--- config.mk ---
export PLATFORM = sky130hd
export DESIGN_NAME = rc_timing_meas
export DESIGN_NICKNAME = d
export VERILOG_FILES = /design/src/verilog/measure_done_irq_pkg.sv /design/src/verilog/rc_count_if.sv /design/src/verilog/rc_timebase.sv /design/src/verilog/rc_timing_meas.sv
export VERILOG_INCLUDE_DIRS = /design/src /design/src/verilog
export SDC_FILE = /design/constraint.sdc
export NUM_CORES = 1
export LEC_CHECK = 0
export ABC_AREA = 1
export BUFFER_PORTS_ARGS = -buffer_cell sky130_fd_sc_hd__buf_4
export CORE_MARGIN = 2
export CORE_UTILIZATION = 45
export CTS_BUF_LIST = sky130_fd_sc_hd__clkbuf_4 sky130_fd_sc_hd__clkbuf_8 sky130_fd_sc_hd__clkbuf_16
export DETAILED_ROUTE_END_ITERATION = 8
export PLACE_DENSITY = 0.68
export SYNTH_ARGS = -nofsm -noshare
export SYNTH_HDL_FRONTEND = slang
export SYNTH_HIERARCHICAL = 1
export SYNTH_SLANG_ARGS = --single-unit
--- constraint.sdc ---
create_clock -name mclk -period 2.5 [get_ports mclk]
set_input_delay 0.25 -clock mclk [delete_from_list [all_inputs] [get_ports mclk]]
set_output_delay 0.25 -clock mclk [all_outputs]
set_load 0.02 [all_outputs]
--- src/verilog/rc_timing_pin_defines.svh ---
`ifndef RC_TIMING_DEFINES_SVH
`define RC_TIMING_DEFINES_SVH

// Counter width and terminal count
`define MEAS_CNT_W 16
`define MEAS_CNT_TERM 16'hffff
`define MEAS_CNT_RESET 16'h0000

// Counter-rate select codes, value is log2 of the divide ratio
`define MEAS_RATE_W 2
`define MEAS_RATE_48 2'h0
`define MEAS_RATE_24 2'h1
`define MEAS_RATE_12 2'h2
`define MEAS_RATE_6 2'h3
`define MEAS_DIV_W 3

// Glitch filter length in main clock cycles
`define MEAS_FILT_LEN 2'h3
`define MEAS_FILT_W 2

`endif

--- src/verilog/measure_done_irq_pkg.sv ---
package rc_meas_pkg;

  typedef enum logic [4:0] {
    ST_RESET  = 5'h01,
    ST_ARMED  = 5'h02,
    ST_DISCH  = 5'h04,
    ST_CHARGE = 5'h08,
    ST_DONE   = 5'h10
  } phase_t;

endpackage

--- src/verilog/rc_count_if.sv ---
`timescale 1ns/1ns
`include "rc_timing_pin_defines.svh"

interface rc_count_if;
  logic run;
  logic clear;
  logic [`MEAS_RATE_W-1:0] rate_sel;
  logic tick;
  logic wrap;
  logic [`MEAS_CNT_W-1:0] count;

  modport ctrl (output run, output clear, output rate_sel, input tick, input wrap, input count);
  modport counter (input run, input clear, input rate_sel, output tick, output wrap, output count);
endinterface

--- src/verilog/rc_timebase.sv ---
`timescale 1ns/1ns
`include "rc_timing_pin_defines.svh"

module rc_timebase (
  // Clock and reset
  input wire logic mclk,
  input wire logic rst_n,
  // Counter control
  rc_count_if.counter cif
);

  logic [`MEAS_DIV_W-1:0] div_q;
  logic [`MEAS_DIV_W-1:0] div_d;
  logic [`MEAS_CNT_W-1:0] cnt_q;
  logic [`MEAS_CNT_W-1:0] cnt_d;

  // Last divider value before a tick for a given rate code
  function automatic logic [`MEAS_DIV_W-1:0] div_last(input logic [`MEAS_RATE_W-1:0] sel);
    div_last = (`MEAS_DIV_W'(1) << sel) - `MEAS_DIV_W'(1);
  endfunction

  // Tick is an enable, not a derived clock, so everything stays on mclk
  assign cif.tick = cif.run && (div_q == div_last(cif.rate_sel));
  assign cif.wrap = cif.tick && (cnt_q == `MEAS_CNT_TERM);
  assign cif.count = cnt_q;

  always_comb begin
    div_d = div_q;
    cnt_d = cnt_q;
    if (cif.clear) begin
      div_d = '0;
      cnt_d = `MEAS_CNT_RESET;
    end else if (cif.run) begin
      div_d = cif.tick ? '0 : div_q + `MEAS_DIV_W'(1);
      // Wrap past the terminal count restarts the next phase from zero
      if (cif.tick) begin
        cnt_d = cnt_q + `MEAS_CNT_W'(1);
      end
    end
  end

  always_ff @(posedge mclk or negedge rst_n) begin
    if (!rst_n) begin
      div_q <= '0;
      cnt_q <= `MEAS_CNT_RESET;
    end else begin
      div_q <= div_d;
      cnt_q <= cnt_d;
    end
  end

endmodule

--- src/verilog/rc_timing_meas.sv ---
`timescale 1ns/1ns
`include "rc_timing_pin_defines.svh"

module rc_timing_meas
  import rc_meas_pkg::*;
(
  // Clock and reset
  input wire logic mclk,
  input wire logic rst_n,
  // Control bits from firmware
  input wire logic enable,
  input wire logic start,
  input wire logic [`MEAS_RATE_W-1:0] clock_set,
  // Status bits and result
  output logic discharge_complete,
  output logic measure_error,
  output logic measure_done,
  output logic [`MEAS_CNT_W-1:0] result,
  // Interrupt and power
  output logic measure_done_irq,
  output logic clock_req,
  // Pin: comparator output (high above threshold) and open-drain discharge
  input wire logic rc_timing_pin,
  output logic rc_timing_pin_out,
  output logic rc_timing_pin_oe
);

  rc_count_if cif ();

  rc_timebase u_timebase (
    .mclk(mclk),
    .rst_n(rst_n),
    .cif(cif)
  );

  phase_t state_q;
  phase_t state_d;
  logic sync1_q;
  logic sync2_q;
  logic filt_q;
  logic filt_d;
  logic [`MEAS_FILT_W-1:0] fcnt_q;
  logic [`MEAS_FILT_W-1:0] fcnt_d;
  logic tc_q;
  logic tc_d;
  logic err_q;
  logic err_d;
  logic done_q;
  logic done_d;
  logic irq_q;
  logic irq_d;
  logic creq_q;
  logic creq_d;
  logic oe_q;
  logic oe_d;
  logic [`MEAS_CNT_W-1:0] res_q;
  logic [`MEAS_CNT_W-1:0] res_d;

  // Comparator is asynchronous to mclk
  always_ff @(posedge mclk or negedge rst_n) begin
    if (!rst_n) begin
      sync1_q <= 1'b0;
      sync2_q <= 1'b0;
    end else begin
      sync1_q <= rc_timing_pin;
      sync2_q <= sync1_q;
    end
  end

  // Glitch filter
  always_comb begin
    filt_d = filt_q;
    fcnt_d = '0;
    if (sync2_q != filt_q) begin
      fcnt_d = fcnt_q + `MEAS_FILT_W'(1);
      if (fcnt_d == `MEAS_FILT_LEN) begin
        filt_d = sync2_q;
        fcnt_d = '0;
      end
    end
  end

  always_ff @(posedge mclk or negedge rst_n) begin
    if (!rst_n) begin
      filt_q <= 1'b0;
      fcnt_q <= '0;
    end else begin
      filt_q <= filt_d;
      fcnt_q <= fcnt_d;
    end
  end

  // Counter steering follows the registered phase
  assign cif.run = (state_q == ST_DISCH) || (state_q == ST_CHARGE);
  assign cif.clear = (state_q == ST_RESET) || (state_q == ST_ARMED);
  assign cif.rate_sel = clock_set;

  // Phase machine
  always_comb begin
    state_d = state_q;
    tc_d = tc_q;
    err_d = err_q;
    done_d = done_q;
    res_d = res_q;
    irq_d = 1'b0;
    if (!enable) begin
      // Result survives reset of the phase so the last reading stays readable
      state_d = ST_RESET;
      tc_d = 1'b0;
      err_d = 1'b0;
      done_d = 1'b0;
    end else begin
      unique case (state_q)
        ST_RESET: begin
          if (!start) begin
            state_d = ST_ARMED;
          end
        end
        ST_ARMED: begin
          // Settling time before start is firmware's to keep
          if (start) begin
            state_d = ST_DISCH;
          end
        end
        ST_DISCH: begin
          if (cif.wrap) begin
            tc_d = 1'b1;
            err_d = filt_q;
            state_d = ST_CHARGE;
          end
        end
        ST_CHARGE: begin
          if (filt_q) begin
            res_d = cif.count;
            state_d = ST_DONE;
            done_d = 1'b1;
            irq_d = 1'b1;
          end else if (cif.wrap) begin
            res_d = `MEAS_CNT_TERM;
            err_d = 1'b1;
            state_d = ST_DONE;
            done_d = 1'b1;
            irq_d = 1'b1;
          end
        end
        ST_DONE: begin
          state_d = ST_DONE;
        end
      endcase
    end
    // Clock request is high for exactly the Discharge and Charge phases of a measurement
    creq_d = (state_d == ST_DISCH) || (state_d == ST_CHARGE);
    oe_d = (state_d == ST_DISCH);
  end

  always_ff @(posedge mclk or negedge rst_n) begin
    if (!rst_n) begin
      state_q <= ST_RESET;
      tc_q <= 1'b0;
      err_q <= 1'b0;
      done_q <= 1'b0;
      irq_q <= 1'b0;
      creq_q <= 1'b0;
      oe_q <= 1'b0;
      res_q <= `MEAS_CNT_RESET;
    end else begin
      state_q <= state_d;
      tc_q <= tc_d;
      err_q <= err_d;
      done_q <= done_d;
      irq_q <= irq_d;
      creq_q <= creq_d;
      oe_q <= oe_d;
      res_q <= res_d;
    end
  end

  assign discharge_complete = tc_q;
  assign measure_error = err_q;
  assign measure_done = done_q;
  assign result = res_q;
  assign measure_done_irq = irq_q;
  assign clock_req = creq_q;
  assign rc_timing_pin_oe = oe_q;
  // Open-drain: only ever pulls low
  assign rc_timing_pin_out = 1'b0;

endmodule

==> flow_metrics.env, run 1 <==
export IMPL_cts_tree="yes"
export IMPL_p_int_uw=1380
export IMPL_vias_per_cell=4.95
export IMPL_cts_made_buffers=5
export IMPL_core_sq_um=6310
export IMPL_vias=2365
export IMPL_pre_cts_ws_ns=0.0621
export IMPL_fin_util_pct=53.2
export IMPL_io_pins=30
export IMPL_hp_class="primary input to register"
export IMPL_p_clk_share_pct=22.3
export IMPL_cp_max_fo=5
export IMPL_syn2layout_area_growth_pct=14.9
export IMPL_final_cell_mix="nand2_1, dfrtp_1, nor2_1, inv_1, buf_4"
export IMPL_synth_area_top_cells="dfrtp_1, nand2_1, nor2_1"
export IMPL_outcome="finished clean"
export IMPL_crit_chain="nor3_4 > nand2_1 > nand2_2 > nand2_1 > nor2_4 > nand2_4 > nor2_8 > nand2_1 > nor3_4 > nor2_1 > nor2_2 > nor2_1 > nand2_1 > nand3_2 > nand4_1 > nand2_1"
export IMPL_io_buffers=28
export IMPL_fillers=613
export IMPL_fin_ws_ns=0.220
export IMPL_period_share_pct=91.2
export IMPL_synth_avg_cell_area_sq_um=8.03
export IMPL_critPathBufInv=0
export IMPL_final_common_cell="nand2_1"
export IMPL_cp_common_cell="nand2_1"
export IMPL_detail_route_antenna_nets=0
export IMPL_syn_area_sq_um=2920
export IMPL_worstMarginPinSlew_ns=0.647
export IMPL_grt_usage_pct=18.0
export IMPL_total_power_uw=2220
export IMPL_ys_types=34
export IMPL_die_h_microns=84.6
export IMPL_fin_skew_ns=0.0142
export IMPL_place_congestion=0.863
export IMPL_pwr_share_comb_pct=32.2
export IMPL_drt_first_pass_iters=4
export IMPL_wl_mm=6.04
export IMPL_num_nets_final=409
export IMPL_final_cell_area_sq_um=3360
export IMPL_slew_viol_final=0
export IMPL_hold_viol=0
export IMPL_synthCells=364
export IMPL_drc=0
export IMPL_cap_violations=0
export IMPL_avgRoutedWirePerCell_microns=12.6
export IMPL_first_global_vias=2232
export IMPL_critical_path_class="register to register"
export IMPL_ys_seq_area_share_pct=43.7
export IMPL_path_clk_slew_ns=0.09
export IMPL_max_slew_margin_pct=56.9
export IMPL_start_kind="register"
export IMPL_drive_gt1_share_pct=28.7
export IMPL_placed_cell_area_sq_um=3210
export IMPL_switching_power_uw=833
export IMPL_n_antenna_cell=0
export IMPL_power_density_nw_per_um2=660
export IMPL_regArea_sq_um=1280
export IMPL_whs_ns=0.0479
export IMPL_grt_overflow=0
export IMPL_cpMaxStageDelayCell="dfrtp_2"
export IMPL_grt_pass1_wl_mm=10.5
export IMPL_sw_frac_of_total_pct=37.6
export IMPL_cts_sinks=51
export IMPL_crit_family="simple AND/OR/NAND/NOR gates"
export IMPL_finalSetupViolations=0
export IMPL_row_count=29
export IMPL_arrival_ns=2.49
export IMPL_seqPwrFrac_pct=45.5
export IMPL_yosys_warnings=6
export IMPL_min_period_ns=2.28
export IMPL_multi_input_area_sq_um=1440
export IMPL_cp_data_required_time_ns=2.71
export IMPL_synth_top_area_cell="dfrtp_1"
export IMPL_initial_core_util_pct=46.3
export IMPL_clockBufferDepth=2
export IMPL_endpoint_kind="register"
export IMPL_dp_hpwl_mm=4.37
export IMPL_yosysTopAreaCellShare_pct=42.8
export IMPL_yosys_register_bits=51
export IMPL_grt_max_degree=52
export IMPL_max_vdd_ir_drop_v=0.000392
export IMPL_drt_iter0_drc=123
export IMPL_fp_dieW_microns=84.6
export IMPL_leakage_uw=0.00174
export IMPL_die_area_sq_um=7160
export IMPL_max_freq_mhz=439
export IMPL_cts_root_buffer="clkbuf_8"
export IMPL_clk_latency_ns=0.32
export IMPL_antenna_found_initial=0
export IMPL_critPathMaxStageDelay_ns=0.46
export IMPL_synth_fp_nets=373
export IMPL_htreeDepth=2
## logic make-up (layout without fill, tap and decap cells)
logic type	after synthesis	count (layout)	share of synthesized area, %
other	1	1	0.128
flip-flops	51	51	43.7
buffers and inverters	51	88	8.30
AO/OA/AOI/OAI	29	29	7.36
XOR/XNOR	7	7	2.10
AND/OR/NAND/NOR	223	223	37.6
adder cells (fa/ha/maj)	2	2	0.856
## routing by layer
| layer | track usage (%) | routed length, microns |
|---|---|---|
| met5 | 0 | 0 |
| met4 | 6.06 | 77 |
| met3 | 3.64 | 230 |
| met2 | 26.4 | 2650 |
| met1 | 26.6 | 3080 |
## metrics by stage
step,cells,TNS (ns)
floorplan,364,0
global placement,468,0
detailed placement,468,0
CTS,477,0
global route,478,-0.0768
finish,478,0
## cells in the mapped netlist
library cell	count
or2_2	3
dfstp_2	1
xor2_1	4
nor2_4	2
a211oi_1	1
nand4_1	18
nor3_1	4
nand2_1	94
a21oi_1	3
o21ai_0	4
o21ai_2	17
nor3_2	2
conb_1	1
nand2_2	19
dfrtp_1	50
nor2_2	10
ha_1	2
xnor2_1	3
buf_2	1
buf_4	1
a21o_1	1
nand2_4	1
clkinv_1	1
nor2_8	2
nand3_1	21
nor2_1	41
inv_2	4
nand3_2	6
o22ai_1	1
clkbuf_1	1
buf_6	4
buf_12	1
o21ai_1	2
inv_1	38
## final timing paths
| check | from | to | slack [ns] | depth (start not counted) |
|---|---|---|---|---|
| min | rc_timing_pin | sync1_q | 0.05 | 1 |
| min in group asynchronous | rst_n | u_timebase/div_q[2] | 0.50 | 2 |
| min reg2reg | sync1_q | sync2_q | 0.37 | 0 |
| max | state_q[4] | clock_req | 0.22 | 16 |
| max in group asynchronous | rst_n | state_q[4] | 1.53 | 2 |
| max reg2reg | state_q[4] | clock_req | 0.22 | 16 |
## flip-flops by register name, indices dropped and copies added (netlist names)
register,cells
measure_error,1
result,16
u_timebase/cif.count,16
rc_timing_pin_oe,1
filt_q,1
sync1_q,1
state_q,5
fcnt_q,2
discharge_complete,1
sync2_q,1
measure_done_irq,1
clock_req,1
u_timebase/div_q,3
measure_done,1
## final cells by class
type	count	area share (%)
inverters	43	4.80
clock inverters	3	0.708
well taps	77	2.87
multi-input cells	262	42.8
repair buffers	37	8.72
clock buffers	5	2.05
flip-flops and latches	51	38.1
## what timing repair did
| action | 4_1_cts | 5_1_grt |
|---|---|---|
| setup buffers | 0 | 1 |
| hold buffers | 1 | 0 |
| resized for setup | 0 | 8 |
| endpoints found under the hold margin | 50 | 0 |
| endpoints found under the setup margin | 0 | 23 |
## power groups by stage
stage	registers [uW]	logic, uW	clock network, uW
2_1_floorplan	1100	412	0
3_3_place_gp	1020	698	0
3_5_place_dp	1020	710	0
4_1_cts	1010	713	518
5_1_grt	1030	785	549
6_report	1010	713	495
No activity file was read; power rests on OpenSTA's default activity.
==> inputs of run 2 (changes only) <==
==> constraint.sdc (replaced) <==
create_clock -name mclk -period 2.5 [get_ports mclk]
set_input_delay 0.375 -clock mclk [delete_from_list [all_inputs] [get_ports mclk]]
set_output_delay 0.375 -clock mclk [all_outputs]
set_load 0.02 [all_outputs]
==> run 2 against run 1 <==
Compared with the run above:
- fmax hardly changed
- first-iteration DRC count is 11% higher
- sequential share of layout area is 0.11 points higher
- largest cell class unchanged
- via count is 0.25% lower
- clock power hardly changed
- register-to-register slack hardly changed
- critical path depth stayed put
- power hardly changed
- global-route usage stayed put
- utilization is 0.16 points lower
- highest routed layer unchanged
- final area is 0.30% lower
- sequential power hardly changed
==> flow_metrics.env, run 2 (synthesized netlist as in run 1, its figures left out) <==
export IMPL_finalSetupViolations=0
export IMPL_total_power_uw=2220
export IMPL_n_antenna_cell=0
export IMPL_clockBufferDepth=2
export IMPL_cap_violations=0
export IMPL_drive_gt1_share_pct=28.7
export IMPL_first_global_vias=2231
export IMPL_worstSetupStartpoint="state_q[4]"
export IMPL_wl_mm=6.02
export IMPL_cts_tree="yes"
export IMPL_cts_sinks=51
export IMPL_dp_hpwl_mm=4.37
export IMPL_final_common_cell="nand2_1"
export IMPL_io_pins=30
export IMPL_clk_latency_ns=0.32
export IMPL_fin_skew_ns=0.0172
export IMPL_avgRoutedWirePerCell_microns=12.6
export IMPL_fp_dieW_microns=84.6
export IMPL_grt_overflow=0
export IMPL_cp_data_required_time_ns=2.71
export IMPL_io_buffers=28
export IMPL_critical_path_class="register to register"
export IMPL_whs_ns=0.0732
export IMPL_syn2layout_area_growth_pct=14.5
export IMPL_place_congestion=0.863
export IMPL_grt_usage_pct=18.0
export IMPL_final_cells=477
export IMPL_cp_max_fo=5
export IMPL_row_count=29
export IMPL_start_kind="register"
export IMPL_drt_first_pass_iters=4
export IMPL_outcome="finished clean"
export IMPL_fillers=611
export IMPL_htreeDepth=2
export IMPL_power_density_nw_per_um2=662
export IMPL_die_area_sq_um=7160
export IMPL_hold_viol=0
export IMPL_slew_viol_final=0
export IMPL_leakage_uw=0.00174
export IMPL_grt_pass1_wl_mm=10.5
export IMPL_drt_iter0_drc=137
export IMPL_arrival_ns=2.49
export IMPL_final_cell_area_sq_um=3350
export IMPL_drc=0
export IMPL_max_vdd_ir_drop_v=0.000394
export IMPL_path_clk_slew_ns=0.11
export IMPL_vias=2359
export IMPL_hp_class="primary input to asynchronous set/reset pin"
export IMPL_worstReg2RegStart="state_q[4]"
export IMPL_die_h_microns=84.6
export IMPL_cts_made_buffers=5
export IMPL_core_sq_um=6310
export IMPL_cts_root_buffer="clkbuf_8"
export IMPL_grt_max_degree=52
export IMPL_num_nets_final=408
export IMPL_min_period_ns=2.28
export IMPL_placed_cell_area_sq_um=3210
export IMPL_detail_route_antenna_nets=0
export IMPL_final_cell_mix="nand2_1, dfrtp_1, nor2_1, inv_1, buf_4"
export IMPL_antenna_found_initial=0
export IMPL_initial_core_util_pct=46.3
export IMPL_endpoint_kind="register"
export IMPL_dp_cells=468
export IMPL_max_slew_margin_pct=57.0
export IMPL_period_share_pct=91.2
export IMPL_vias_per_cell=4.95
export IMPL_worstMarginPinSlew_ns=0.646
export IMPL_max_freq_mhz=438
run 2: cell count changes in the layout (fill, tap and decap cells not counted):
cell | before | now
dlygate4sd3_1 | 1 | 0
run 2: where the power goes:
part           leakage, uW  internal, uW  switching (uW)
logic              0.00101           252             459
registers         0.000690           930            79.0
clock network    0.0000408           201             297
total              0.00174          1380             835
run 2: metal layers:
layer	GRT usage, %	wire, microns
met5	0	0
met4	6.06	97
met3	3.64	225
met2	26.4	2640
met1	26.6	3060
run 2: repair_timing:
item,CTS,global route
hold buffers,0,0
setup buffers,0,1
endpoints found under the setup margin,0,23
gates resized for setup,0,8
run 2: metrics by stage:
step | setup TNS (ns) | setup WS (ns) | util (%)
3_5_place_dp | 0 | 0.0621 | 50.9
6_report | 0 | 0.219 | 53.1
4_1_cts | 0 | 0.0296 | 52.4
5_1_grt | -0.0768 | -0.0529 | 53.1
3_3_place_gp | 0 | 0.135 | 50.9
2_1_floorplan | 0 | 0.227 | -
run 2: final timing paths:
check / endpoint / slack [ns] / cells past startpoint
worst max-delay path: clock_req / 0.22 / 16
worst min-delay path: u_timebase/div_q[2] / 0.07 / 1
worst max register to register: clock_req / 0.22 / 16
worst min register to register: sync2_q / 0.37 / 0
max in group asynchronous: state_q[4] / 1.95 / 1
min in group mclk: sync1_q / 0.17 / 1
run 2: final cells by class:
| class | instances | area [sq um] | area share (%) |
|---|---|---|---|
| Clock buffer | 5 | 68.8 | 2.05 |
| Clock inverter | 3 | 23.8 | 0.710 |
| Inverter | 43 | 161 | 4.82 |
| Multi-Input combinational cell | 262 | 1440 | 42.9 |
| Sequential cell | 51 | 1280 | 38.2 |
| Tap cell | 77 | 96.3 | 2.88 |
| Timing Repair Buffer | 36 | 283 | 8.44 |
run 2: worst max-delay path: stages, from the launching register on:
cell	delay (ns)
dfrtp_2	0.46
nor3_4	0.23
nand2_1	0.09
nand2_2	0.11
nand2_1	0.10
nor2_4	0.12
nand2_4	0.08
nor2_8	0.08
nand2_1	0.09
nor3_4	0.18
nor2_1	0.09
nor2_2	0.15
nor2_1	0.06
nand2_1	0.08
nand3_2	0.10
nand4_1	0.11
nand2_1	0.05
